<file path="src/common/smon_pkg.sv">
// Package for the supply monitor control and interrupt logic
package smon_pkg;

  // ------------------------------------------------------------
  // Register byte offsets
  // ------------------------------------------------------------
  localparam logic [7:0] CTRL_OFF   = 8'h00;
  localparam logic [7:0] STAT_OFF   = 8'h04;
  localparam logic [7:0] MASK_OFF   = 8'h08;
  localparam logic [7:0] CORE_OFF   = 8'h0c;
  localparam logic [7:0] FLAGS_OFF  = 8'h10;

  // ------------------------------------------------------------
  // Field positions
  // ------------------------------------------------------------
  localparam int THR_LSB       = 0;
  localparam int DET_ON_BIT    = 4;
  localparam int LOW_STAT_BIT  = 5;
  localparam int EVT_LOW_BIT   = 0;
  localparam int EVT_WAKE_BIT  = 1;
  localparam int GIE_BIT       = 0;
  localparam int GRP_EN_BIT    = 1;
  localparam int SRC_EN_BIT    = 2;
  localparam int SRC_FLAG_BIT  = 0;
  localparam int GRP_FLAG_BIT  = 1;

  // ------------------------------------------------------------
  // Reset values and widths
  // ------------------------------------------------------------
  localparam logic [2:0] THR_RST    = 3'h0;
  localparam logic       DET_ON_RST = 1'b0;
  localparam logic [1:0] MASK_RST   = 2'h0;
  localparam int         PC_W       = 13;
  localparam int         CNT_W      = 16;
  localparam int         EVT_W      = 2;

  // ------------------------------------------------------------
  // Timing
  // ------------------------------------------------------------
  localparam int CLK_PERIOD_NS    = 4;
  localparam int IRQ_DELAY_NS     = 100;
  localparam int IRQ_DELAY_CYC    =
    (IRQ_DELAY_NS + CLK_PERIOD_NS - 1) / CLK_PERIOD_NS;

  // ------------------------------------------------------------
  // Threshold codes
  // ------------------------------------------------------------
  typedef enum logic [2:0] {
    SMON_V1P8 = 3'h0, SMON_V2P0 = 3'h1, SMON_V2P4 = 3'h2, SMON_V2P7 = 3'h3,
    SMON_V3P0 = 3'h4, SMON_V3P3 = 3'h5, SMON_V3P6 = 3'h6, SMON_V4P0 = 3'h7
  } smon_thr_t;

  // ------------------------------------------------------------
  // Core handshake carrier
  // ------------------------------------------------------------
  typedef struct packed {
    logic            ack;
    logic            ret;
    logic            return_from_interrupt;
    logic [PC_W-1:0] pc;
  } smon_core_t;

  // ------------------------------------------------------------
  // Whole state of the block
  // ------------------------------------------------------------
  typedef struct packed {
    logic [2:0]       thr;
    logic             det_on;
    logic             sync1;
    logic             sync2;
    logic             low_status;
    logic [CNT_W-1:0] dly_cnt;
    logic             dly_done;
    logic             src_flag;
    logic             grp_flag;
    logic             gie;
    logic             grp_en;
    logic             src_en;
    logic [EVT_W-1:0] evt;
    logic [EVT_W-1:0] mask;
    logic [1:0]       flag_prev;
    logic             wake;
    logic             irq;
    logic             cpu_irq;
    logic             push;
    logic [PC_W-1:0]  stack_pc;
    logic             det_active;
    logic [31:0]      rdata;
    logic             ready;
    logic             ph_valid;
    logic             ph_write;
    logic [7:0]       ph_addr;
  } smon_state_t;

endpackage : smon_pkg

</file>
<file path="src/rtl/smon_top.sv">
// Supply monitor control register, delayed request and interrupt servicing logic
//
// Design decisions made here: the AHB-Lite interface to the registers and the register addresses.
`timescale 1ns/100ps

// Functional notes
// - Source flag stays set until cleared by software; group flag until serviced or cleared
// - Servicing clears the group flag but not the source flag
// - Rising request flag wakes from sleep or idle
// - Entry pushes only the program counter
// - Return-from-interrupt sets global enable; plain return not
// - Bits 2..0 select one of eight thresholds
// - Bit 5 reads one while supply low
// - Bit 4 switches detector on or off
// - Bits 7, 6, 3 read zero
// - Detector off during sleep regardless of enable
// - Request raised after fixed delay from status
// - Supply-low source sits in grouped interrupt
// - Wake-up ignores all enable bits
// - Servicing clears the global enable
module smon_top #(
  parameter int IRQ_DELAY_CYC = smon_pkg::IRQ_DELAY_CYC
) (
  input  wire logic                        clk_in,
  input  wire logic                        sys_rst_in,
  input  wire logic                        hsel_in,
  input  wire logic [31:0]                 haddr_in,
  input  wire logic [1:0]                  htrans_in,
  input  wire logic                        hwrite_in,
  input  wire logic [2:0]                  hsize_in,
  input  wire logic [31:0]                 hwdata_in,
  input  wire logic                        hready_in,
  output logic      [31:0]                 hrdata_out,
  output logic                             hreadyout_out,
  output logic                             hresp_out,
  input  wire logic                        supply_below_in,
  input  wire logic                        sleep_mode_in,
  input  wire logic                        idle_mode_in,
  input  wire smon_pkg::smon_core_t        core_in,
  output logic                             detector_power_out,
  output logic      [2:0]                  threshold_level_out,
  output logic                             cpu_irq_out,
  output logic                             stack_push_out,
  output logic      [smon_pkg::PC_W-1:0]   stack_pc_out,
  output logic                             wake_out,
  output logic                             irq_out
);

  localparam logic [smon_pkg::CNT_W-1:0] DLY_LAST =
    smon_pkg::CNT_W'(IRQ_DELAY_CYC - 1);

  smon_pkg::smon_state_t st_reg;
  smon_pkg::smon_state_t st_next;

  // ------------------------------------------------------------
  // Register read decode
  // ------------------------------------------------------------
  function automatic logic [31:0] smon_read(input smon_pkg::smon_state_t s,
                                            input logic [7:0] addr);
    logic [31:0] d;
    d = 32'h0000_0000;
    if (addr == smon_pkg::CTRL_OFF) begin
      d[smon_pkg::THR_LSB +: 3]      = s.thr;
      d[smon_pkg::DET_ON_BIT]        = s.det_on;
      d[smon_pkg::LOW_STAT_BIT]      = s.low_status;
    end else if (addr == smon_pkg::STAT_OFF) begin
      d[smon_pkg::EVT_W-1:0]         = s.evt;
    end else if (addr == smon_pkg::MASK_OFF) begin
      d[smon_pkg::EVT_W-1:0]         = s.mask;
    end else if (addr == smon_pkg::CORE_OFF) begin
      d[smon_pkg::GIE_BIT]           = s.gie;
      d[smon_pkg::GRP_EN_BIT]        = s.grp_en;
      d[smon_pkg::SRC_EN_BIT]        = s.src_en;
    end else if (addr == smon_pkg::FLAGS_OFF) begin
      d[smon_pkg::SRC_FLAG_BIT]      = s.src_flag;
      d[smon_pkg::GRP_FLAG_BIT]      = s.grp_flag;
    end
    return d;
  endfunction : smon_read

  // ------------------------------------------------------------
  // Register write decode
  // ------------------------------------------------------------
  function automatic logic smon_wr_hit(input logic       is_wr,
                                       input logic [7:0] addr,
                                       input logic [7:0] off);
    return is_wr && (addr == off);
  endfunction : smon_wr_hit

  // ------------------------------------------------------------
  // Next state
  // ------------------------------------------------------------
  always_comb begin
    logic       wr;
    logic [7:0] wa;
    logic [1:0] flags_now;
    logic       src_set;
    logic       grp_set;
    logic       low_rise;
    logic       taken;
    wr        = 1'b0;
    wa        = 8'h00;
    flags_now = 2'h0;
    src_set   = 1'b0;
    grp_set   = 1'b0;
    low_rise  = 1'b0;
    taken     = 1'b0;
    st_next   = st_reg;

    // ----------------------------------------------------------
    // Bus slave: every transfer gets one wait state so reads see prior writes
    // ----------------------------------------------------------
    st_next.ready = 1'b1;
    if (st_reg.ph_valid) begin
      st_next.ph_valid = 1'b0;
      st_next.ready    = 1'b1;
      if (st_reg.ph_write) begin
        wr = 1'b1;
        wa = st_reg.ph_addr;
      end else begin
        st_next.rdata = smon_read(st_reg, st_reg.ph_addr);
      end
    end else if (st_reg.ready && hready_in && hsel_in && htrans_in[1]) begin
      st_next.ph_valid = 1'b1;
      st_next.ph_write = hwrite_in;
      st_next.ph_addr  = {haddr_in[7:2], 2'b00};
      st_next.ready    = 1'b0;
    end

    // ----------------------------------------------------------
    // Comparator synchroniser
    // ----------------------------------------------------------
    st_next.sync1 = supply_below_in;
    st_next.sync2 = st_reg.sync1;

    // ----------------------------------------------------------
    // Detector power and status
    // ----------------------------------------------------------
    st_next.det_active = st_reg.det_on && !sleep_mode_in;
    st_next.low_status = st_reg.det_active && st_reg.sync2;

    // ----------------------------------------------------------
    // Delay from status set to request
    // ----------------------------------------------------------
    if (!st_reg.low_status) begin
      st_next.dly_cnt  = '0;
      st_next.dly_done = 1'b0;
    end else if (!st_reg.dly_done) begin
      if (st_reg.dly_cnt == DLY_LAST) begin
        src_set          = 1'b1;
        st_next.dly_done = 1'b1;
      end else begin
        st_next.dly_cnt = st_reg.dly_cnt + 1'b1;
      end
    end

    // ----------------------------------------------------------
    // Software writes
    // ----------------------------------------------------------
    if (smon_wr_hit(wr, wa, smon_pkg::CTRL_OFF)) begin
      st_next.thr    = hwdata_in[smon_pkg::THR_LSB +: 3];
      st_next.det_on = hwdata_in[smon_pkg::DET_ON_BIT];
    end
    if (smon_wr_hit(wr, wa, smon_pkg::MASK_OFF)) begin
      st_next.mask = hwdata_in[smon_pkg::EVT_W-1:0];
    end
    if (smon_wr_hit(wr, wa, smon_pkg::CORE_OFF)) begin
      st_next.gie    = hwdata_in[smon_pkg::GIE_BIT];
      st_next.grp_en = hwdata_in[smon_pkg::GRP_EN_BIT];
      st_next.src_en = hwdata_in[smon_pkg::SRC_EN_BIT];
    end
    if (smon_wr_hit(wr, wa, smon_pkg::FLAGS_OFF)) begin
      st_next.src_flag = hwdata_in[smon_pkg::SRC_FLAG_BIT];
      st_next.grp_flag = hwdata_in[smon_pkg::GRP_FLAG_BIT];
    end

    // ----------------------------------------------------------
    // Group flag follows a newly requesting enabled member
    // ----------------------------------------------------------
    grp_set = src_set && st_reg.src_en && !st_reg.src_flag;

    // ----------------------------------------------------------
    // Servicing of the grouped request
    // ----------------------------------------------------------
    taken = core_in.ack && st_reg.cpu_irq;
    if (taken) begin
      st_next.grp_flag = 1'b0;
      st_next.gie      = 1'b0;
      st_next.stack_pc = core_in.pc;
    end
    st_next.push = taken;
    if (core_in.return_from_interrupt) begin
      st_next.gie = 1'b1;
    end

    // ----------------------------------------------------------
    // Hardware sets win over clears
    // ----------------------------------------------------------
    if (src_set) begin
      st_next.src_flag = 1'b1;
    end
    if (grp_set) begin
      st_next.grp_flag = 1'b1;
    end

    // ----------------------------------------------------------
    // Wake-up on any rising request flag
    // ----------------------------------------------------------
    flags_now         = {st_reg.grp_flag, st_reg.src_flag};
    st_next.flag_prev = flags_now;
    st_next.wake      = (|(flags_now & ~st_reg.flag_prev))
                        && (sleep_mode_in || idle_mode_in);

    // ----------------------------------------------------------
    // Sticky events, write one to clear, set wins
    // ----------------------------------------------------------
    low_rise = st_reg.src_flag && !st_reg.flag_prev[0];
    if (smon_wr_hit(wr, wa, smon_pkg::STAT_OFF)) begin
      st_next.evt = st_reg.evt & ~hwdata_in[smon_pkg::EVT_W-1:0];
    end
    if (low_rise) begin
      st_next.evt[smon_pkg::EVT_LOW_BIT] = 1'b1;
    end
    if (st_reg.wake) begin
      st_next.evt[smon_pkg::EVT_WAKE_BIT] = 1'b1;
    end
    st_next.irq = |(st_next.evt & st_next.mask);

    // ----------------------------------------------------------
    // Request towards the core
    // ----------------------------------------------------------
    st_next.cpu_irq = st_next.gie && st_next.grp_en && st_next.grp_flag;

    // ----------------------------------------------------------
    // Synchronous reset
    // ----------------------------------------------------------
    if (sys_rst_in) begin
      st_next            = '0;
      st_next.thr        = smon_pkg::THR_RST;
      st_next.det_on     = smon_pkg::DET_ON_RST;
      st_next.mask       = smon_pkg::MASK_RST;
      st_next.ready      = 1'b1;
    end
  end

  // ------------------------------------------------------------
  // State register
  // ------------------------------------------------------------
  always_ff @(posedge clk_in) begin
    st_reg <= st_next;
  end

  // ------------------------------------------------------------
  // Outputs
  // ------------------------------------------------------------
  assign hrdata_out          = st_reg.rdata;
  assign hreadyout_out       = st_reg.ready;
  assign hresp_out           = 1'b0;
  assign detector_power_out  = st_reg.det_active;
  assign threshold_level_out = st_reg.thr;
  assign cpu_irq_out         = st_reg.cpu_irq;
  assign stack_push_out      = st_reg.push;
  assign stack_pc_out        = st_reg.stack_pc;
  assign wake_out            = st_reg.wake;
  assign irq_out             = st_reg.irq;

endmodule : smon_top

</file>
<file path="config.mk">
export PLATFORM = sky130hd
export DESIGN_NAME = smon_top
export DESIGN_NICKNAME = d
export VERILOG_FILES = /design/src/common/smon_pkg.sv /design/src/rtl/smon_top.sv
export SDC_FILE = /design/constraint.sdc
export NUM_CORES = 1
export LEC_CHECK = 0
export ABC_AREA = 1
export BUFFER_PORTS_ARGS = -buffer_cell sky130_fd_sc_hd__buf_4
export CORE_ASPECT_RATIO = 2
export CORE_UTILIZATION = 49
export CTS_BUF_LIST = sky130_fd_sc_hd__clkbuf_4 sky130_fd_sc_hd__clkbuf_8
export CTS_CLUSTER_DIAMETER = 50
export DETAILED_ROUTE_END_ITERATION = 10
export GPL_TIMING_DRIVEN = 1
export PLACE_DENSITY = 0.82
export RECOVER_POWER = 50
export SKIP_LAST_GASP = 1
export SLEW_MARGIN = 15
export SYNTH_ARGS = -nofsm -noshare
export SYNTH_HDL_FRONTEND = slang
export SYNTH_SLANG_ARGS = --single-unit
</file>
<file path="constraint.sdc">
create_clock -name clk_in -period 1.8 [get_ports clk_in]
set_input_delay 0.27 -clock clk_in [delete_from_list [all_inputs] [get_ports clk_in]]
set_output_delay 0.27 -clock clk_in [all_outputs]
set_load 0.01 [all_outputs]
</file>
**Word level (Yosys, flattened, before mapping)**

Index checks and enable logic that the tools add are counted.

- Memories kept: 0
- Bits in latches: 0
- Word-level logic and storage cells: 105
- Bits in writable memories: 0
- Output and inout bits: 55
- Bits in registers: 67
- Input port bits: 93
- Bits in read-only memories: 0

- Equality and inequality tests: 9
- Shift operators: 0
- Div/mod/pow operators: 0
- Bitwise gates (word level): 10
- Add/sub/neg operators: 1
- Muxes and demuxes: 28
- Reduce and logical (&&, ||, !) cells: 31
- Multipliers: 0
- Magnitude comparators: 0

Operators by type and width:

| cell | number |
|---|---|
| two-way mux 2 bit | 9 |
| logical AND 1 bit | 17 |
| adder 16 x 1 -> 16 bit (second input constant) | 1 |
| == test 16 x 5 -> 1 bit (second input constant) | 1 |
| == test 8 x 4 -> 1 bit (second input constant) | 2 |
| zero test 8 bit | 2 |
| two-way mux 8 bit | 2 |
| two-way mux 1 bit | 14 |
| == test 6 x 2 -> 1 bit (second input constant) | 2 |
| two-way mux 11 bit | 1 |
| == test 8 x 3 -> 1 bit (second input constant) | 1 |
| == test 8 x 5 -> 1 bit (second input constant) | 1 |
| OR reduction 2 bit | 4 |
| bitwise AND 2 bit | 3 |
| == test 6 x 1 -> 1 bit (second input constant) | 1 |
| == test 6 x 3 -> 1 bit (second input constant) | 1 |
| two-way mux 3 bit | 2 |
| AND reduction 2 bit | 3 |
| NOT 1 bit | 5 |
| NOT 2 bit | 2 |
| zero test 1 bit | 3 |
| nonzero test 2 bit | 1 |
| logical OR 1 bit | 1 |

**Logic depth before layout (Yosys ltp)**

Gate-level depths: netlist of run 1.

- Depth after elaboration: 9
- Depth in mapped cells: 10
- Mapped depth without buffers: 9

**Least setup slack after synthesis of run 1**

No wires, ideal clock.

- Path type: reg2reg
- Start: register st_reg[73] in the netlist's numbering
- End: register st_reg[76] in the netlist's numbering
- Stages on the path, launching flop included: 11
- Data required time: 1.684 ns
- Path buffers: 2
- Clock period less this slack: 1.394 ns
- Data arrival time: 1.278 ns
- Setup time: 0.116 ns
- Path slack: 0.406 ns
- Path through: dfxtp_1 > inv_1 > ha_1 > nand3_1 > nor2_2 > nand2_2 > nand2_2 > buf_6 > buf_12 > nor3_2 > nor2_1

- Cells in the longest elaborated chain, start to end: 3
- Elaborated cells on any way between the ends: 4
- Classes of those cells: 1 x add/sub; 1 x eq/ne; 1 x bitwise; 1 x reduce/logical

Ends and longest elaborated chain:

| item | RTL line | text |
|---|---|---|
| start: declaration | smon_top.sv:52 | `smon_pkg::smon_state_t st_reg;` |
| start signal: assignment | smon_top.sv:250 | `st_reg <= st_next;` |
| branches (longest 3 deep; another with adder 16 x 1 -> 16 bit) | -- |  |

Several ways; the timed one is not identified.
A chain may end at the register's enable or synchronous reset.

**Worst setup path in the final report of run 1**

- Start: register st_reg[73] in the netlist's numbering
- End: register st_reg[82] in the netlist's numbering

The elaborated chain is that of the path after synthesis.

==> qor.tcl, run 1 <==
set qor(post_synth_num_cell_types) 30
set qor(worst_setup_path_start_kind) {flop}
set qor(timing.final.max_slew_violations) 0
set qor(first_global_vias) 2840
set qor(critical-path-top-delay-family) {simple AND/OR/NAND/NOR gates}
set qor(detail_route.iter0.violations) 144
set qor(synth_enable_flop_cells) 0
set qor(input_output_buffers) 60
set qor(yosysTopAreaCellShare_pct) 40.0
set qor(fin_hold_ws_ps) 112
set qor(criticalPathCategory) {reg -> reg}
set qor(crit_path_frequent_cell) {nand2_2}
set qor(dpl_cell_area_sq_um) 3610
set qor(rr_endpoint) {st_reg[82]$_SDFFE_PP0P_}
set qor(critical_path_required_time_ps) 2070
set qor(pin_count) 148
set qor(routed_via_density) 4.91
set qor(grt_start_max_net_pins) 26
set qor(remaining_drc_errors) 0
set qor(post_cts_resize_count) 0
set qor(run_status) {complete, no violations}
set qor(yosys.area.top_type) {dfxtp_1}
set qor(setup_total_negative_slack_ps) 0
set qor(worstHoldPathType) {in -> reg}
set qor(drt_wl_total_mm) 7.77
set qor(worst_path_max_delay_cell) {dfxtp_1}
set qor(postCtsSetupBuffers) 0
set qor(finalInstanceArea_sq_um) 3700
set qor(die_w_microns) 60.5
set qor(route.vias.total) 2919
set qor(synth_top_flop_cell) {dfxtp_1}
set qor(post-route-min-period_ps) 1660
set qor(die_area_sq_um) 7200
set qor(worst-slew-pin-transition_ps) 777
set qor(worst_r2r_path_depth) 9
set qor(critical-path-max-stage-delay_ps) 420
set qor(worst-path-max-fanout) 14
set qor(power_uw) 2940
set qor(buf_inv_stages_crit_path) 2
set qor(mapped_avg_cell_area_sq_um) 7.29
set qor(cp-end-kind) {flop}
set qor(timing.final.hold_violations) 0
set qor(clock_insertion_delay_worst_skew_ps) 340
set qor(antenna_violations_before_repair) 0
set qor(fin_skew_ps) 6.67
set qor(cts-buffers-inserted) 9
set qor(synth_async_sr_flop_share_pct) 0
set qor(clock-root-buffer) {clkbuf_8}
set qor(final_cell_mix) {nor2_1, nand2_1, dfxtp_1}
set qor(clockBufferDepth) 2
set qor(core_region_area_sq_um) 6620
set qor(largest_register_ffs) 40
set qor(synthToLayoutAreaGrowth_pct) 10.4
set qor(synthTopCellsByArea) {dfxtp_1, buf_4, nor2_1}
set qor(cts_tree) {done}
set qor(crit_chain) {inv_1 > ha_1 > nand3_1 > nor2_2 > nand2_2 > nand2_2 > inv_2 > nand2_1 > a21oi_2}
set qor(synth-seq-cells) 67
set qor(wire_length_of_the_first_global_routing_pass_mm) 12.0
set qor(routabilityCongestion) 0.941
set qor(antenna_cells) 0
set qor(worst_ir_drop_vdd_v) 0.000320
set qor(number_of_cell_rows) 42
set qor(cts.sink_count) 67
set qor(cellLeakagePower_uw) 0.00153
set qor(hpwl_detailed_mm) 5.76
set qor(number_of_nets_with_antenna_violations_after_routing) 0
set qor(detailedRoute.firstPassIterationCount) 6
set qor(setup_violations) 0
set qor(layout_commonest_cell) {nor2_1}
set qor(clkSlewWorstSetupHoldPaths_ps) 70
set qor(cells_after_synthesis) 460
set qor(cp.arrival_ps) 1940
set qor(filler_cell_count) 687
set qor(layout.core_utilization_pct) 55.9
set qor(post_cts_hold_buffer_count) 0
set qor(post_route_cells_drive_above_1_share_pct) 16.4
set qor(portion_of_the_clock_cycle_consumed_by_the_worst_path_in_the_final_layout_pct) 92.5
set qor(global_route_overflow) 0
set qor(hold_depth) 2
set qor(avgRoutedWirePerCell_microns) 13.1
set qor(grt_util_all_layers_pct) 22.8
set qor(fmaxAchievable_mhz) 601
set qor(yosys_warnings) 0
set qor(die_y_microns) 119
set qor(cts_max_level) 3
set qor(worst_hold_path.endpoint) {detector_power_out$_SDFF_PP0_}
set qor(grt_setup_unrepaired) {no}
set qor(reg2reg_slack_ps) 140
set qor(power_per_cell_area_nw_per_um2) 794
set qor(timing.slew.headroom_pct) 48.2
set qor(synth_sequential_area_ratio_pct) 40.0
set qor(regToRegStartpoint) {st_reg[73]$_SDFFE_PP0P_}
set qor(max_cap_viol_count) 0
set qor(start_util_pct) 50.7
set qor(hold_path.startpoint) {sleep_mode_in}
set qor(synth_area_sq_um) 3350
set qor(final_nets) 597
-- how the worst max path moves through the flow --
stage / start / to / slack, ps / depth (start not counted)
final: st_reg[73]$_SDFFE_PP0P_ / st_reg[82]$_SDFFE_PP0P_ / 140 / 9
after floorplan: st_reg[73]$_SDFFE_PP0P_ / st_reg[76]$_SDFFE_PP0P_ / 410 / 10
after global placement: st_reg[73]$_SDFFE_PP0P_ / st_reg[87]$_SDFFE_PP0P_ / 200 / 9
after detailed placement: st_reg[73]$_SDFFE_PP0P_ / st_reg[85]$_SDFFE_PP0P_ / 170 / 9
after CTS: st_reg[73]$_SDFFE_PP0P_ / st_reg[82]$_SDFFE_PP0P_ / 130 / 9
after global routing: st_reg[73]$_SDFFE_PP0P_ / st_reg[80]$_SDFFE_PP0P_ / 7 / 9
-- layer usage --
metal	share of wire, %	global-route usage, %	wire (microns)	vias up
li1	-	-	-	1465
met1	34	19.3	2670	1326
met2	56	42.2	4380	103
met3	4.6	4.34	358	25
met4	4.7	17.9	362	0
met5	0	0	0	-
-- cell type report --
type / instances / area (sq um) / share of cell area [%]
tap: 88 / 110 / 2.97
multi-input combinational: 310 / 1480 / 40.0
timing repair buffer: 66 / 388 / 10.5
inverter: 48 / 180 / 4.86
clock buffer: 10 / 138 / 3.72
sequential: 67 / 1340 / 36.2
clock inverter: 6 / 65.1 / 1.76
-- Yosys cell counts (all sizes together), types with 2 or more instances --
library cell and instances:
buf 56, ha 2, nand2 79, nand3 19
nand4 11, nor2 78, xor2 9, dfxtp 67
nor3 10, a21oi 30, o211ai 2, o21ai 39
clkbuf 6, inv 47
-- worst reg2reg max path, cell delays in order (launching register included) --
cell	delay, ps
dfxtp_1	420
inv_1	100
ha_1	230
nand3_1	100
nor2_2	70
nand2_2	80
nand2_2	120
inv_2	240
nand2_1	120
a21oi_2	130
-- stage by stage --
step / std cells / worst slack [ps]
floorplan: 487 / 406
global placement: 579 / 200
detailed placement: 579 / 169
CTS: 595 / 135
global route: 595 / 7.26
finish: 595 / 136
-- logic make-up after synthesis --
family | after synthesis | synth area share (%)
and+or+nand+nor | 197 | 25.7
AOI/OAI and AO/OA | 73 | 11.9
buffers and inverters | 110 | 18.9
adders and majority gates | 2 | 0.746
other | 1 | 0.112
DFF | 67 | 40.0
xor gates and xnor gates | 10 | 2.61
-- where the power goes --
group,internal (uW),total (uW),switching [uW]
clock,676,1260,581
combinational,68.1,177,109
sequential,1500,1510,10.6
total,2240,2940,701
No activity file was read; power rests on OpenSTA's default activity.
==> run 2: changes to the inputs <==
--- a/config.mk
+++ b/config.mk
@@ -15,6 +15,7 @@
 export GPL_TIMING_DRIVEN = 1
 export PLACE_DENSITY = 0.82
 export RECOVER_POWER = 50
+export SETUP_SLACK_MARGIN = 0.3
 export SKIP_LAST_GASP = 1
 export SLEW_MARGIN = 15
 export SYNTH_ARGS = -nofsm -noshare
==> run 2 against run 1 <==
Power increased by 1.3%. Die area unchanged. Sequential cell count unchanged. Critical path type unchanged. Highest routed layer unchanged.
==> qor.tcl, run 2 (same netlist as run 1, synthesis figures left out) <==
set qor(number_of_cell_rows) 42
set qor(global_route_overflow) 0
set qor(cellLeakagePower_uw) 0.00164
set qor(fin_skew_ps) 9.26
set qor(timing.final.hold_violations) 0
set qor(route.vias.total) 3069
set qor(input_output_buffers) 60
set qor(cp-end-kind) {flop}
set qor(routabilityCongestion) 0.941
set qor(first_global_vias) 2863
set qor(cts_tree) {done}
set qor(worst_path_max_delay_cell) {dfxtp_4}
set qor(clock-root-buffer) {clkbuf_8}
set qor(worst-path-max-fanout) 3
set qor(buf_inv_stages_crit_path) 3
set qor(fmaxAchievable_mhz) 643
set qor(max_cap_viol_count) 0
set qor(critical_path_required_time_ps) 2090
set qor(crit_chain) {inv_4 > ha_4 > nand3_2 > nor2_4 > buf_4 > buf_4 > nand4_1 > nand2_1 > nand2_2 > nor2_2}
set qor(timing.final.max_slew_violations) 0
set qor(power_per_cell_area_nw_per_um2) 756
set qor(detailedRoute.firstPassIterationCount) 4
set qor(worstHoldPathType) {in -> reg}
set qor(timing.slew.headroom_pct) 48.2
set qor(grt_setup_unrepaired) {yes}
set qor(clockBufferDepth) 2
set qor(cts_max_level) 3
set qor(clkSlewWorstSetupHoldPaths_ps) 70
set qor(cts.sink_count) 67
set qor(hpwl_detailed_mm) 5.76
set qor(setup_total_negative_slack_ps) 0
set qor(clock_insertion_delay_worst_skew_ps) 360
set qor(grt_util_all_layers_pct) 23.1
set qor(post-route-min-period_ps) 1560
set qor(dp_cell_count) 579
set qor(number_of_nets_with_antenna_violations_after_routing) 0
set qor(worst_ir_drop_vdd_v) 0.000322
set qor(antenna_violations_before_repair) 0
set qor(power_uw) 2980
set qor(remaining_drc_errors) 0
set qor(worst_setup_path_start_kind) {flop}
set qor(crit_path_frequent_cell) {buf_4}
set qor(die_area_sq_um) 7200
set qor(pre_cts_ws_ps) 169
set qor(setup_violations) 0
set qor(die_w_microns) 60.5
set qor(final_critical_path_setup_slack_ps) 244
set qor(layout.core_utilization_pct) 59.6
set qor(post_layout_nonfiller_instances) 607
set qor(antenna_cells) 0
set qor(final_nets) 609
set qor(grt_start_max_net_pins) 26
set qor(avgRoutedWirePerCell_microns) 13.8
set qor(detail_route.iter0.violations) 201
set qor(cp.arrival_ps) 1850
set qor(start_util_pct) 50.7
set qor(final_cell_mix) {nand2_1, nor2_1, dfxtp_1}
set qor(run_status) {complete, no violations}
set qor(synthToLayoutAreaGrowth_pct) 17.6
set qor(wire_length_of_the_first_global_routing_pass_mm) 12.2
set qor(routed_via_density) 5.06
set qor(die_y_microns) 119
set qor(cts-buffers-inserted) 9
set qor(post_cts_hold_buffer_count) 0
set qor(filler_cell_count) 659
set qor(drt_wl_total_mm) 8.38
set qor(portion_of_the_clock_cycle_consumed_by_the_worst_path_in_the_final_layout_pct) 86.4
set qor(critical-path-max-stage-delay_ps) 360
set qor(worst-slew-pin-transition_ps) 776
set qor(core_region_area_sq_um) 6620
set qor(pin_count) 148
set qor(reg2reg_slack_ps) 240
set qor(largest_register_ffs) 40
set qor(post_route_cells_drive_above_1_share_pct) 23.5
set qor(critical-path-top-delay-family) {simple AND/OR/NAND/NOR gates}
set qor(criticalPathCategory) {reg -> reg}
-- run 2: through the flow --
step                hold WS, ps  area, sq um
finish                      108         3940
global route                103         3940
CTS                        97.2         3850
detailed placement          402         3610
global placement            395         3610
floorplan                   348         3460
-- run 2: what timing repair did --
action                                  in CTS  in global routing
gates resized for setup                      9                 39
endpoints found under the setup margin      14                 23
buffers inserted                             2                 10
endpoints found under the hold margin        0                  0
gates cloned                                 0                  0
pin swaps                                    4                 13
-- run 2: metal layers --
layer | track usage, % | routed length [microns]
met5 | 0 | 0
met4 | 17.5 | 486
met3 | 4.23 | 436
met2 | 43.0 | 4690
met1 | 19.7 | 2760
-- run 2: cell type report --
class	count	area (sq um)	share of cell area (%)
clock buffers	10	138	3.49
repair buffers	78	495	12.6
clock inverters	6	65.1	1.65
well taps	88	110	2.79
multi-input cells	310	1590	40.4
flip-flops and latches	67	1360	34.4
inverters	48	188	4.76
-- run 2: worst paths after layout --
path | cells after the start | start | end
setup / recovery | 10 | st_reg[73]$_SDFFE_PP0P_ | cpu_irq_out$_SDFF_PP0_
hold / removal | 2 | sleep_mode_in | detector_power_out$_SDFF_PP0_
setup reg to reg | 10 | st_reg[73]$_SDFFE_PP0P_ | cpu_irq_out$_SDFF_PP0_
hold reg to reg | 2 | st_reg[91]$_SDFF_PP0_ | st_reg[90]$_SDFF_PP0_
-- run 2: worst reg2reg max path: cells and delay by family (launching register included) --
kind / cells / cell delay, ps
DFF: 1 / 360
adders and majority gates: 1 / 140
buffers and inverters: 3 / 290
and+or+nand+nor: 6 / 700
-- run 2: power by group --
group / internal, uW / switching, uW
registers: 1490 / 12.5
logic: 78.1 / 119
clock network: 676 / 601
total: 2250 / 733
